<file path="src/peci_pkg.sv">
// constants, register map and helpers for the pin edge change interrupt block
package peci_pkg;

   localparam int          NUM_PORTS    = 4;
   localparam int          PORT_W       = 8;
   localparam int          ADDR_W       = 8;
   localparam int          DATA_W       = 32;

   // implemented bits of each port, port n in byte n; the fourth port has bit 3 only
   localparam logic [31:0] IMPL_MASKS   = 32'h08FF_FFFF;

   // per-port register block: base is port index times 16 bytes
   localparam logic [3:0]  OFS_RISE     = 4'h0;
   localparam logic [3:0]  OFS_FALL     = 4'h4;
   localparam logic [3:0]  OFS_FLAGS    = 4'h8;

   localparam logic [7:0]  ADDR_CTRL    = 8'h40;
   localparam logic [7:0]  ADDR_STATUS  = 8'h44;
   localparam logic [7:0]  ADDR_MASK    = 8'h48;

   // control register fields
   localparam int          CTRL_MASTER  = 0;
   localparam int          CTRL_SUMMARY = 1;

   // interrupt status and mask fields
   localparam int          EV_EDGE      = 0;
   localparam int          EV_WAKE      = 1;
   localparam int          EV_W         = 2;

   localparam logic [7:0]  RST_BYTE     = 8'h00;
   localparam logic [1:0]  RST_EV       = 2'h0;
   localparam logic [31:0] RST_WORD     = 32'h0000_0000;

   // cycles before the synchronised sample is trusted after reset
   localparam logic [1:0]  PRIME_CYCLES = 2'h2;

   function automatic logic [7:0] reg_addr(input logic [1:0] port, input logic [3:0] ofs);
      reg_addr = {2'h0, port, ofs};
   endfunction

   function automatic logic [7:0] impl_mask(input logic [1:0] port);
      impl_mask = IMPL_MASKS[{port, 3'h0} +: 8];
   endfunction

endpackage

</file>
<file path="src/peci_port_if.sv">
// per-port signal bundle between the register file and the flag bank
`timescale 1ns/10ps
interface peci_port_if;
   logic [7:0] rise_en;
   logic [7:0] fall_en;
   logic [7:0] rise_det;
   logic [7:0] fall_det;
   logic       flag_wr;
   logic [7:0] flag_wdata;
   logic [7:0] flags;
   logic       hit_any;

   modport regs (
      output rise_en,
      output fall_en,
      output flag_wr,
      output flag_wdata,
      input  flags,
      input  hit_any
   );

   modport bank (
      input  rise_en,
      input  fall_en,
      input  rise_det,
      input  fall_det,
      input  flag_wr,
      input  flag_wdata,
      output flags,
      output hit_any
   );
endinterface

</file>
<file path="src/peci_edge_detect.sv">
// pin synchroniser and rising/falling edge detector for one 8-bit port
`timescale 1ns/10ps
module peci_edge_detect (
   input  wire logic       clk,
   input  wire logic       resetn,
   input  wire logic [7:0] pins,
   output logic      [7:0] rise_o,
   output logic      [7:0] fall_o
);
   logic [7:0] meta_q;
   logic [7:0] sync_q;
   logic [7:0] prev_q;
   logic [1:0] prime_q;
   logic       primed_w;

   // no edges for two cycles after reset, but prev_q still holds zero then, so a high pin at reset is seen as a rising edge
   assign primed_w = (prime_q == peci_pkg::PRIME_CYCLES);

   always_ff @(posedge clk or negedge resetn)
   begin
      if (!resetn)
      begin
         meta_q  <= peci_pkg::RST_BYTE;
         sync_q  <= peci_pkg::RST_BYTE;
         prev_q  <= peci_pkg::RST_BYTE;
         prime_q <= 2'h0;
      end
      else
      begin
         meta_q  <= pins;
         sync_q  <= meta_q;
         prev_q  <= sync_q;
         if (!primed_w)
            prime_q <= prime_q + 2'h1;
      end
   end

   assign rise_o = primed_w ? (sync_q & ~prev_q) : 8'h00;
   assign fall_o = primed_w ? (~sync_q & prev_q) : 8'h00;
endmodule

</file>
<file path="src/peci_flag_bank.sv">
// sticky per-pin change flags of one port
`timescale 1ns/10ps
module peci_flag_bank (
   input  wire logic       clk,
   input  wire logic       resetn,
   input  wire logic [7:0] impl,
   peci_port_if.bank       pif
);
   logic [7:0] hit_w;
   logic [7:0] flags_d;
   logic [7:0] flags_q;

   // each polarity has its own enable, both may be set together
   assign hit_w   = impl & ((pif.rise_det & pif.rise_en) | (pif.fall_det & pif.fall_en));
   // hardware set is ORed last so an edge during a clearing write survives
   assign flags_d = impl & ((pif.flag_wr ? pif.flag_wdata : flags_q) | hit_w);

   always_ff @(posedge clk or negedge resetn)
   begin
      if (!resetn)
         flags_q <= peci_pkg::RST_BYTE;
      else
         flags_q <= flags_d;
   end

   assign pif.flags   = flags_q;
   assign pif.hit_any = |hit_w;
endmodule

</file>
<file path="src/peci_top.sv">
// pin edge change interrupt controller with APB register access
//
// Summary of operation
// - every pin of every port has its own edge detection and can request an interrupt alone or with others.
// - with the master enable clear, edges are still detected and flags still set, but change_irq is not raised; irq still follows status and mask.
// - a set bit in the rising enable register arms that pin's rising-edge detector.
// - a set bit in the falling enable register arms that pin's falling-edge detector, independent of the rising one.
// - with both enables set a pin catches edges of both polarities.
// - an enabled edge sets the pin's flag and, with the master enable set, raises the request.
// - the summary flag is read-only and is the OR of all pin flags of all ports.
// - software clears flags by writing zeros, but an edge seen during that write leaves the flag set.
// - a detected change wakes the device from sleep whenever the master enable is set.
// - flags for edges seen in sleep are updated no later than the wake indication.
// - each port has 8-bit rising, falling and flag registers, bit n for pin n, all reset to zero.
// - flags are set by hardware and also read and written by software, hardware set taking priority.
// - the fourth port implements bit 3 only in all three registers, other bits read zero.
//
// Implementation choices: register access over APB and the placing of the registers.
`timescale 1ns/10ps
module peci_top (
   input  wire logic        clk,
   input  wire logic        resetn,
   input  wire logic        psel,
   input  wire logic        penable,
   input  wire logic        pwrite,
   input  wire logic [7:0]  paddr,
   input  wire logic [31:0] pwdata,
   output logic      [31:0] prdata,
   output logic             pready,
   output logic             pslverr,
   input  wire logic [7:0]  port1_pins,
   input  wire logic [7:0]  port2_pins,
   input  wire logic [7:0]  port3_pins,
   input  wire logic        port4_pin,
   input  wire logic        sleep_mode,
   output logic             change_irq,
   output logic             wake_req,
   output logic             irq
);

   localparam int NP = peci_pkg::NUM_PORTS;

   // bus state
   logic [31:0] prdata_q;
   logic        pready_q;
   logic        pslverr_q;
   logic        access_w;
   logic        first_w;
   logic        wr_fire_w;

   // per-port register state
   logic [7:0]  rise_en_q [NP];
   logic [7:0]  fall_en_q [NP];
   logic [7:0]  pins_w    [NP];
   logic [7:0]  impl_w    [NP];
   logic [NP-1:0] sel_rise_w;
   logic [NP-1:0] sel_fall_w;
   logic [NP-1:0] sel_flags_w;
   logic [NP-1:0] hit_w;
   logic [NP-1:0] flag_or_w;
   logic [31:0] port_rd_w [NP];

   // control and interrupt state
   logic        master_q;
   logic [peci_pkg::EV_W-1:0] status_q;
   logic [peci_pkg::EV_W-1:0] status_d;
   logic [peci_pkg::EV_W-1:0] status_set_w;
   logic [peci_pkg::EV_W-1:0] status_clr_w;
   logic [peci_pkg::EV_W-1:0] mask_q;
   logic        summary_w;
   logic        edge_any_w;
   logic        wake_d;
   logic        wake_q;
   logic        change_irq_d;
   logic        change_irq_q;
   logic        irq_q;

   // decode of the shared registers
   logic        sel_ctrl_w;
   logic        sel_status_w;
   logic        sel_mask_w;
   logic        sel_port_w;
   logic        mapped_w;
   logic [31:0] ctrl_rd_w;
   logic [31:0] status_rd_w;
   logic [31:0] mask_rd_w;
   logic [31:0] ports_rd_w;
   logic [31:0] rdata_w;

   peci_port_if pif [NP] ();

   // pin vectors; unimplemented pins of the fourth port are tied low
   assign pins_w[0] = port1_pins;
   assign pins_w[1] = port2_pins;
   assign pins_w[2] = port3_pins;
   assign pins_w[3] = {4'h0, port4_pin, 3'h0};

   // APB timing: one wait state, so read data can be registered before pready
   assign access_w  = psel & penable;
   assign first_w   = access_w & ~pready_q;
   assign wr_fire_w = access_w & pready_q & pwrite;

   assign sel_ctrl_w   = (paddr == peci_pkg::ADDR_CTRL);
   assign sel_status_w = (paddr == peci_pkg::ADDR_STATUS);
   assign sel_mask_w   = (paddr == peci_pkg::ADDR_MASK);
   assign sel_port_w   = |{sel_rise_w, sel_fall_w, sel_flags_w};
   assign mapped_w     = sel_ctrl_w | sel_status_w | sel_mask_w | sel_port_w;

   genvar i;
   generate
      for (i = 0; i < NP; i = i + 1)
      begin : g_port
         assign impl_w[i]      = peci_pkg::impl_mask(2'(i));
         assign sel_rise_w[i]  = (paddr == peci_pkg::reg_addr(2'(i), peci_pkg::OFS_RISE));
         assign sel_fall_w[i]  = (paddr == peci_pkg::reg_addr(2'(i), peci_pkg::OFS_FALL));
         assign sel_flags_w[i] = (paddr == peci_pkg::reg_addr(2'(i), peci_pkg::OFS_FLAGS));

         always_ff @(posedge clk or negedge resetn)
         begin
            if (!resetn)
            begin
               rise_en_q[i] <= peci_pkg::RST_BYTE;
               fall_en_q[i] <= peci_pkg::RST_BYTE;
            end
            else
            begin
               if (wr_fire_w && sel_rise_w[i])
                  rise_en_q[i] <= pwdata[7:0] & impl_w[i];
               if (wr_fire_w && sel_fall_w[i])
                  fall_en_q[i] <= pwdata[7:0] & impl_w[i];
            end
         end

         assign pif[i].rise_en    = rise_en_q[i];
         assign pif[i].fall_en    = fall_en_q[i];
         assign pif[i].flag_wr    = wr_fire_w & sel_flags_w[i];
         assign pif[i].flag_wdata = pwdata[7:0];

         peci_edge_detect u_edge (
            .clk    (clk),
            .resetn (resetn),
            .pins   (pins_w[i]),
            .rise_o (pif[i].rise_det),
            .fall_o (pif[i].fall_det)
         );

         peci_flag_bank u_bank (
            .clk    (clk),
            .resetn (resetn),
            .impl   (impl_w[i]),
            .pif    (pif[i])
         );

         assign hit_w[i]     = pif[i].hit_any;
         assign flag_or_w[i] = |pif[i].flags;

         // reserved and unimplemented bits read as zero
         assign port_rd_w[i] = sel_rise_w[i]  ? {24'h0, rise_en_q[i]}   :
                               sel_fall_w[i]  ? {24'h0, fall_en_q[i]}   :
                               sel_flags_w[i] ? {24'h0, pif[i].flags}   :
                                                peci_pkg::RST_WORD;
      end
   endgenerate

   // at most one port term is non-zero, so an OR is the selection
   assign ports_rd_w = port_rd_w[0] | port_rd_w[1] | port_rd_w[2] | port_rd_w[3];

   assign summary_w  = |flag_or_w;
   assign edge_any_w = |hit_w;

   assign ctrl_rd_w   = {30'h0, summary_w, master_q};
   assign status_rd_w = {30'h0, status_q};
   assign mask_rd_w   = {30'h0, mask_q};

   assign rdata_w = sel_ctrl_w   ? ctrl_rd_w   :
                    sel_status_w ? status_rd_w :
                    sel_mask_w   ? mask_rd_w   :
                                   ports_rd_w;

   // APB slave
   always_ff @(posedge clk or negedge resetn)
   begin
      if (!resetn)
      begin
         pready_q  <= 1'b0;
         pslverr_q <= 1'b0;
         prdata_q  <= peci_pkg::RST_WORD;
      end
      else
      begin
         pready_q  <= first_w;
         pslverr_q <= first_w & ~mapped_w;
         // read data stands only in the answer cycle, a stale word must not linger after it
         if (first_w && !pwrite)
            prdata_q <= rdata_w;
         else
            prdata_q <= peci_pkg::RST_WORD;
      end
   end

   // master enable; the summary bit ignores writes
   always_ff @(posedge clk or negedge resetn)
   begin
      if (!resetn)
         master_q <= 1'b0;
      else if (wr_fire_w && sel_ctrl_w)
         master_q <= pwdata[peci_pkg::CTRL_MASTER];
   end

   // wake is raised in the same cycle the flag becomes visible, never before it
   assign wake_d = sleep_mode & master_q & edge_any_w;

   // request gated by master only, flags keep collecting while it is off
   assign change_irq_d = master_q & summary_w;

   // sticky event bits, write one to clear, a new event beats the clear
   assign status_set_w = {wake_d, edge_any_w};
   assign status_clr_w = (wr_fire_w && sel_status_w) ? pwdata[peci_pkg::EV_W-1:0] :
                                                       peci_pkg::RST_EV;
   assign status_d     = (status_q & ~status_clr_w) | status_set_w;

   always_ff @(posedge clk or negedge resetn)
   begin
      if (!resetn)
      begin
         status_q     <= peci_pkg::RST_EV;
         mask_q       <= peci_pkg::RST_EV;
         wake_q       <= 1'b0;
         change_irq_q <= 1'b0;
         irq_q        <= 1'b0;
      end
      else
      begin
         status_q     <= status_d;
         if (wr_fire_w && sel_mask_w)
            mask_q <= pwdata[peci_pkg::EV_W-1:0];
         wake_q       <= wake_d;
         change_irq_q <= change_irq_d;
         irq_q        <= |(status_d & mask_q);
      end
   end

   assign prdata     = prdata_q;
   assign pready     = pready_q;
   assign pslverr    = pslverr_q;
   assign change_irq = change_irq_q;
   assign wake_req   = wake_q;
   assign irq        = irq_q;

endmodule

</file>
<file path="config.mk">
export PLATFORM = sky130hd
export DESIGN_NAME = peci_top
export DESIGN_NICKNAME = d
export VERILOG_FILES = /design/src/peci_pkg.sv /design/src/peci_port_if.sv /design/src/peci_edge_detect.sv /design/src/peci_flag_bank.sv /design/src/peci_top.sv
export SDC_FILE = /design/constraint.sdc
export NUM_CORES = 1
export LEC_CHECK = 0
export BUFFER_PORTS_ARGS = -buffer_cell sky130_fd_sc_hd__buf_2
export CAP_MARGIN = 20
export CORE_MARGIN = 2
export CORE_UTILIZATION = 53
export CTS_CLUSTER_SIZE = 28
export DETAILED_ROUTE_END_ITERATION = 7
export PLACE_DENSITY = 0.78
export SKIP_CTS_REPAIR_TIMING = 1
export SLEW_MARGIN = 20
export SYNTH_ARGS = -nofsm -noshare
export SYNTH_HDL_FRONTEND = slang
export SYNTH_HIERARCHICAL = 1
export SYNTH_SLANG_ARGS = --single-unit
export TNS_END_PERCENT = 1
</file>
<file path="constraint.sdc">
create_clock -name clk -period 2.7 [get_ports clk]
set_input_delay 0.54 -clock clk [delete_from_list [all_inputs] [get_ports clk]]
set_output_delay 0.54 -clock clk [all_outputs]
set_load 0.01 [all_outputs]
</file>
==> results of run 1 <==
## worst reg2reg max path, cell delays in order (launching register included)
cell     delay (ns)
dfrtp_1        0.34
inv_1          0.08
ha_4           0.20
buf_6          0.14
and3b_2        0.20
a22o_1         0.21
a22oi_2        0.18
nand4_1        0.15
or4_4          0.59
and3_4         0.19
a21o_1         0.16
a22o_1         0.20
## worst paths after layout
| check | end | cells past startpoint | from |
|---|---|---|---|
| max in group asynchronous | pif[2].rise_en[5]$_DFFE_PN0P_ | 2 | resetn |
| min reg2reg | g_port[1].u_edge/sync_q[1]$_DFF_PN0_ | 0 | g_port[1].u_edge/meta_q[1]$_DFF_PN0_ |
| min in group clk | g_port[0].u_edge/meta_q[5]$_DFF_PN0_ | 1 | port1_pins[5] |
| min | g_port[3].u_edge/meta_q[4]$_DFF_PN0_ | 1 | resetn |
| max reg2reg | irq$_DFF_PN0_ | 11 | g_port[0].u_edge/prime_q[0]$_DFFE_PN0P_ |
| max | irq$_DFF_PN0_ | 11 | g_port[0].u_edge/prime_q[0]$_DFFE_PN0P_ |
## registers in the layout, summed over array words and instances, names as in the netlist
| name | count |
|---|---|
| change_irq | 1 |
| g_port.u_bank/pif.flags | 32 |
| g_port.u_edge/meta_q | 32 |
| g_port.u_edge/prev_q | 32 |
| g_port.u_edge/prime_q | 8 |
| g_port.u_edge/sync_q | 32 |
| irq | 1 |
| mask_q | 2 |
| master_q | 1 |
| pif.fall_en | 25 |
| pif.rise_en | 25 |
| prdata | 8 |
| pready | 1 |
| pslverr | 1 |
| status_q | 2 |
| wake_req | 1 |
## cells by family (layout without fill, tap and decap cells)
logic type                 Yosys count  count (layout)
muxes                              100             100
other                                2             109
DFF                                204             204
AOI/OAI and AO/OA                  137             137
xor gates and xnor gates             4               4
adders and majority gates            8               8
and+or+nand+nor                    210             210
buffers and inverters               52             160
## per-stage QoR
step / hold WS [ns] / worst slack (ns) / power [mW] / setup TNS, ns
2_1_floorplan: 0.244 / 0.147 / 3.45 / 0
3_3_place_gp: 0.332 / -0.210 / 3.60 / -0.256
3_5_place_dp: 0.335 / -0.311 / 3.61 / -0.523
4_1_cts: 0.0185 / -0.350 / 6.80 / -0.657
5_1_grt: 0.0264 / -0.157 / 7.00 / -0.157
6_report: 0.0141 / -0.0599 / 6.77 / -0.0599
## layout make-up
type	instances	area, sq um
fill	1297	6010
sequential	204	5100
multi-input combinational	568	4170
timing repair buffer	111	731
clock buffer	33	673
tap	225	282
clock inverter	7	114
inverter	9	33.8
## layout by cell type (no fill, tap or decap), types with 6 or more instances in the layout
| cell | synthesis | routed |
|---|---|---|
| nor4_1 | 11 | 11 |
| a22oi_1 | 17 | 12 |
| dfrtp_1 | 204 | 204 |
| nand4_1 | 9 | 9 |
| a21oi_1 | 6 | 6 |
| and3b_1 | 8 | 8 |
| buf_4 | 24 | 47 |
| nand3_1 | 11 | 11 |
| clkbuf_16 | 0 | 23 |
| nand2_1 | 50 | 50 |
| a22o_1 | 35 | 35 |
| o21a_1 | 32 | 32 |
| mux2i_1 | 12 | 12 |
| o21ai_0 | 10 | 10 |
| nor2_1 | 53 | 53 |
| a221oi_1 | 7 | 7 |
| a31oi_1 | 8 | 8 |
| buf_2 | 2 | 58 |
| nor2_4 | 6 | 6 |
| clkbuf_8 | 1 | 7 |
| conb_1 | 2 | 109 |
| mux2_4 | 32 | 32 |
| and3b_2 | 24 | 24 |
| inv_1 | 9 | 9 |
| mux2_2 | 55 | 55 |
## layer usage
layer | share of wire | GRT usage | vias up | wire [microns]
met5 | 0 | 0 | - | 0
met4 | 0.028 | 0.0747 | 0 | 588
met3 | 0.064 | 0.0374 | 51 | 1330
met2 | 0.47 | 0.370 | 223 | 9910
met1 | 0.44 | 0.319 | 3139 | 9150
li1 | - | - | 2907 | -
## power by group through the flow
| stage | Sequential (mW) | Combinational, mW | Clock, mW |
|---|---|---|---|
| 2_1_floorplan | 3.23 | 0.214 | 0 |
| 3_3_place_gp | 3.24 | 0.358 | 0 |
| 3_5_place_dp | 3.25 | 0.361 | 0 |
| 4_1_cts | 3.19 | 0.363 | 3.25 |
| 5_1_grt | 3.20 | 0.418 | 3.38 |
| 6_report | 3.19 | 0.376 | 3.20 |
==> flow_summary_export.csv, run 1 <==
group,metric,value,unit
status,failed_checks,"setup timing",
synth,yosysUniqueCellTypes,63,
timing,setup_viol,1,
floorplanning,fp.dieH,136,microns
global_route,grt_max_degree,55,
placed_design,gp_congestion,0.924,
timing,report.final.slew_viol_count,0,
floorplanning,die-area,18400,sq um
synth,ys_warn_count,6,
floorplanning,floorplan.initialDensity,0.536,
timing,skew,0.0187,ns
clock_tree,cts.clk_slew.worst_paths,0.06,ns
synth,yosys.area_share.simple,0.135,
floorplanning,io_pins,108,
global_route,grt_use_total,0.229,
clock_tree,cts_made_buffers,22,
route,post_drt_via_cell_ratio,5.46,
synth,ys_seq_area_frac,0.556,
critical_path,max_stage_delay,0.59,ns
synth,synth_top_cell_by_area,"dfrtp_1",
clock_tree,clk_latency,0.50,ns
floorplanning,core_area,17100,sq um
critical_path,path_buf_inv,2,
route,first_pass_iters,5,
power,pwr-share-clk,0.473,
clock_tree,cts_tree,"built",
route,wirelength,21000,microns
layout,area_growth,21.0,%
clock_tree,root_buffer,"clkbuf_16",
critical_path,worstSetupStartpointType,"flop",
synth,synth.top_cells.by_area,"dfrtp_1 (56%), mux2_2 (6.7%), mux2_4 (5.2%)",
clock_tree,cts.path.max_buffers,3,
power,irDropWorstVdd,0.473,mV
clock_tree,cts_sinks,204,
synth,synth-xor-area-share,0.00382,
floorplanning,die_width,136,microns
power,p_leak,5.38,nW
layout,fin_cells,1157,
route,ant_nets,0,
synth,synth_ff_type,"dfrtp_1",
synth,muxShareOfSynthArea,0.135,
floorplanning,num_rows,48,
synth,async_reset_ff_frac,1.00,
critical_path,crit_slowest_cell,"or4_4",
power,pwr-share-seq,0.472,
placed_design,dpl.cell_count,1112,
synth,synth.most_common_cell,"dfrtp_1",
layout,fin_nets,995,
placed_design,dp_hpwl,14600,microns
synth,synth_commonest_cells,"dfrtp_1 (204), mux2_2 (55), nor2_1 (53)",
timing,finalWorstSetupSlack,-0.0599,ns
global_route,antenna_found_initial,0,
power,power.share.switching,0.219,
synth,yosysTopAreaCellShare,0.556,
route,wire_per_inst,18.1,microns
layout,antenna_cells,0,
job,cap_viol_max_count,0,
synth,syn_avg_cell_area,12.8,sq um
timing,final.min_clock_period,2.76,ns
synth,synth-edff-count,0,
route,drt_iter0_markers,573,
route,vias,6320,
synth,syn_inst,717,
power,p_comb_frac,0.056,
power,intPower,5.29,mW
synth,synthAdderAreaFrac,0.0109,
synth,synth_compound_area_frac,0.116,
layout,drive_above_1_share,0.312,
placed_design,io_buffers,59,
timing,hold_viol,0,
power,p_sw,1.48,mW
critical_path,path_cells,"inv_1 -> ha_4 -> buf_6 -> and3b_2 -> a22o_1 -> a22oi_2 -> nand4_1 -> or4_4 -> and3_4 -> a21o_1 -> a22o_1",
global_route,grt_pass1_vias,6140,
synth,syn-cell-area,9180,sq um
critical_path,required,3.09,ns
timing,rsz0062_at_grt,"yes",
placed_design,dpl_cell_area,10200,sq um
synth,synth_seq_cells,204,
power,powerDensity,610,nW/um^2
critical_path,r2r_setup_slack,-0.06,ns
layout,fin_area,11100,sq um
hold_path,holdCritPathClass,"primary input to asynchronous set/reset pin",
critical_path,arrival,3.15,ns
status,status,"finished, violations left",
global_route,grt-ovfl-total,0,
clock_tree,ctsHtreeMaxLevel,1,
timing,fmax,362,MHz
critical_path,path_max_fanout,8,
synth,synth_top_family_by_area,"simple AND/OR/NAND/NOR gates",
critical_path,path_delay_family,"simple AND/OR/NAND/NOR gates",
global_route,grt_pass1_wl,32700,microns
critical_path,path_common_cell,"a22o_1",
critical_path,worstSetupPathType,"flop to flop",
timing,fin_crit_sh,1.02,
critical_path,worstSetupEndpointType,"flop",
layout,final_util,0.649,
route,drc,0,
No activity file was read; power rests on OpenSTA's default activity.
==> run 2, diff against run 1 <==
--- a/config.mk
+++ b/config.mk
@@ -8,14 +8,12 @@
 export BUFFER_PORTS_ARGS = -buffer_cell sky130_fd_sc_hd__buf_2
 export CAP_MARGIN = 20
 export CORE_MARGIN = 2
-export CORE_UTILIZATION = 53
+export CORE_UTILIZATION = 52
 export CTS_CLUSTER_SIZE = 28
 export DETAILED_ROUTE_END_ITERATION = 7
 export PLACE_DENSITY = 0.78
 export SKIP_CTS_REPAIR_TIMING = 1
-export SLEW_MARGIN = 20
 export SYNTH_ARGS = -nofsm -noshare
 export SYNTH_HDL_FRONTEND = slang
-export SYNTH_HIERARCHICAL = 1
 export SYNTH_SLANG_ARGS = --single-unit
 export TNS_END_PERCENT = 1
==> constraint.sdc (replaced) <==
create_clock -name clk -period 2.7 [get_ports clk]
set_input_delay 0 -clock clk [delete_from_list [all_inputs] [get_ports clk]]
set_output_delay 0 -clock clk [all_outputs]
set_load 0.01 [all_outputs]
==> flow_summary_export.csv, run 2 <==
group,metric,value,unit
route,post_drt_via_cell_ratio,5.86,
floorplanning,floorplan.initialDensity,0.529,
layout,drive_above_1_share,0.223,
critical_path,worstSetupPathType,"flop to flop",
job,cap_viol_max_count,0,
synth,async_reset_ff_frac,1.00,
timing,rsz0062_at_grt,"no",
synth,synth-edff-count,0,
timing,worst_slew_pin_slew,0.763,ns
status,failed_checks,"hold timing",
timing,skew,0.0169,ns
route,wirelength,18800,microns
floorplanning,core_area,14400,sq um
synth,synth_ff_type,"dfrtp_1",
layout,final_common_cell,"dfrtp_1",
power,p_leak,4.02,nW
critical_path,path_max_fanout,11,
hold_path,holdCritPathClass,"primary input to flop",
timing,slew_headroom,0.491,
synth,syn_avg_cell_area,11.7,sq um
synth,syn_inst,650,
global_route,grt_pass1_vias,5357,
layout,seqCellArea,4400,sq um
placed_design,io_buffers,59,
placed_design,dpl_cell_area,7990,sq um
global_route,antenna_found_initial,0,
power,powerDensity,605,nW/um^2
power,irDropWorstVdd,0.465,mV
clock_tree,clk_latency,0.44,ns
timing,fin_crit_sh,0.949,
synth,ys_warn_count,0,
critical_path,worstSetupEndpointType,"flop",
critical_path,max_stage_delay,0.51,ns
clock_tree,cts_made_buffers,17,
synth,synth_top_cell_by_area,"dfrtp_1",
clock_tree,cts.path.max_buffers,2,
status,status,"finished, violations left",
placed_design,gp_congestion,0.922,
floorplanning,num_rows,44,
global_route,grt_max_degree,80,
global_route,grt-ovfl-total,0,
floorplanning,die_width,125,microns
route,drc,0,
layout,fin_nets,821,
floorplanning,fp.dieH,125,microns
route,drt_iter0_markers,530,
synth,syn-cell-area,7630,sq um
synth,synth.most_common_cell,"dfrtp_1",
clock_tree,root_buffer,"clkbuf_16",
timing,timing.hold.ws,-0.0256,ns
layout,multi_input_area,2940,sq um
timing,finalSetupTns,0,ns
clock_tree,cts.clk_slew.worst_paths,0.07,ns
global_route,grt_use_total,0.248,
critical_path,crit_slowest_cell,"a2111oi_1",
route,first_pass_iters,5,
clock_tree,ctsHtreeMaxLevel,4,
timing,setup_viol,0,
route,vias,5524,
clock_tree,cts_tree,"built",
synth,synth.top_cells.by_area,"dfrtp_1 (58%), mux2_2 (7.4%), nand2_1 (4.5%)",
floorplanning,die-area,15700,sq um
layout,antenna_cells,0,
critical_path,arrival,2.86,ns
route,wire_per_inst,20.0,microns
critical_path,path_cells,"inv_1 -> ha_1 -> nand4b_1 -> nand2_1 -> a2111oi_1 -> nand4_1 -> nor4b_1 -> o22ai_1",
synth,synth_seq_cells,176,
timing,final.min_clock_period,2.56,ns
critical_path,worstSetupStartpointType,"flop",
layout,fin_area,8910,sq um
synth,yosysTopAreaCellShare,0.577,
synth,yosysUniqueCellTypes,60,
timing,report.final.slew_viol_count,0,
global_route,grt_pass1_wl,29900,microns
floorplanning,io_pins,108,
clock_tree,cts_sinks,176,
layout,fillers,1142,
synth,synth_commonest_cells,"dfrtp_1 (176), nand2_1 (92), mux2_2 (50)",
timing,fmax,390,MHz
placed_design,dp_hpwl,13000,microns
synth,ys_seq_area_frac,0.577,
layout,fin_cells,943,
placed_design,dpl.cell_count,875,
layout,most-common-layout-cells,"dfrtp_1 (176), nand2_1 (92), buf_2 (58)",
critical_path,required,3.00,ns
route,ant_nets,0,
layout,area_growth,16.7,%
timing,hold_viol,2,
## run 2: cell count changes after synthesis, moves of 11 or more
cell      change
mux2i_1      +11
o21a_1       -31
nand2_1      +42
nand4b_1     +24
mux2_4       -32
and3b_2      -24
dfrtp_1      -28
nor2_1       -28
nand3b_1     +18
a22oi_1      -13
o21ai_0      +28
a22o_1       -35
## run 2: path summary, 6_finish.rpt
check	startpoint	endpoint	slack, ns	cells after the start
worst max-delay path	g_port[0].u_edge.prime_q[0]$_DFFE_PN0P_	irq$_DFF_PN0_	0.14	8
worst min-delay path	pwrite	prdata[6]$_DFF_PN0_	-0.03	3
worst max register to register	g_port[0].u_edge.prime_q[0]$_DFFE_PN0P_	irq$_DFF_PN0_	0.14	8
worst min register to register	g_port[1].u_edge.meta_q[5]$_DFF_PN0_	g_port[1].u_edge.sync_q[5]$_DFF_PN0_	0.35	0
max in group asynchronous	resetn	pif[2].fall_en[6]$_DFFE_PN0P_	1.67	3
min in group asynchronous	resetn	g_port[0].u_edge.meta_q[6]$_DFF_PN0_	0.15	2
## run 2: worst max-delay path: cells and delay by family (launching register included)
| family | cells | cell delay [ns] |
|---|---|---|
| buffers and inverters | 1 | 0.05 |
| adder cells (fa/ha/maj) | 1 | 0.34 |
| AND/OR/NAND/NOR | 4 | 1.03 |
| flip-flops | 1 | 0.36 |
| AO/OA/AOI/OAI | 2 | 0.64 |
## run 2: layout make-up
class                      instances  share of cell area
sequential                       176               0.495
multi-input combinational        437               0.330
timing repair buffer             105              0.0842
clock buffer                      19              0.0486
tap                              184              0.0258
clock inverter                    13              0.0133
inverter                           9             0.00379
## run 2: routing by layer
| metal | part of all wire | routed length [microns] | track usage |
|---|---|---|---|
| met2 | 0.48 | 8970 | 0.389 |
| met4 | 0.034 | 641 | 0.120 |
| met1 | 0.43 | 8050 | 0.333 |
| met3 | 0.063 | 1180 | 0.0531 |
| met5 | 0 | 0 | 0 |
## run 2: power breakdown
part / internal (mW) / total (mW) / switching [mW]
Combinational: 0.121 / 0.323 / 0.202
Sequential: 2.71 / 2.75 / 0.0409
Clock: 1.22 / 2.32 / 1.10
Total: 4.04 / 5.39 / 1.34
## run 2: cell families after synthesis
kind of cell | count (synthesis) | synth area share
AOI/OAI and AO/OA | 98 | 0.0854
xor gates and xnor gates | 4 | 0.00459
adders and majority gates | 4 | 0.00656
buffers and inverters | 60 | 0.0495
DFF | 176 | 0.577
muxes | 75 | 0.107
other | 1 | 0.000491
and+or+nand+nor | 232 | 0.170
## run 2: metrics by stage
step / total power [mW] / util / setup WS [ns]
final: 5.39 / 0.617 / 0.139
after global routing: 5.58 / 0.617 / 0.00138
after CTS: 5.39 / 0.592 / 0.183
after detailed placement: 3.08 / 0.554 / 0.288
after global placement: 3.07 / 0.554 / 0.319
after floorplan: 2.94 / - / 0.766
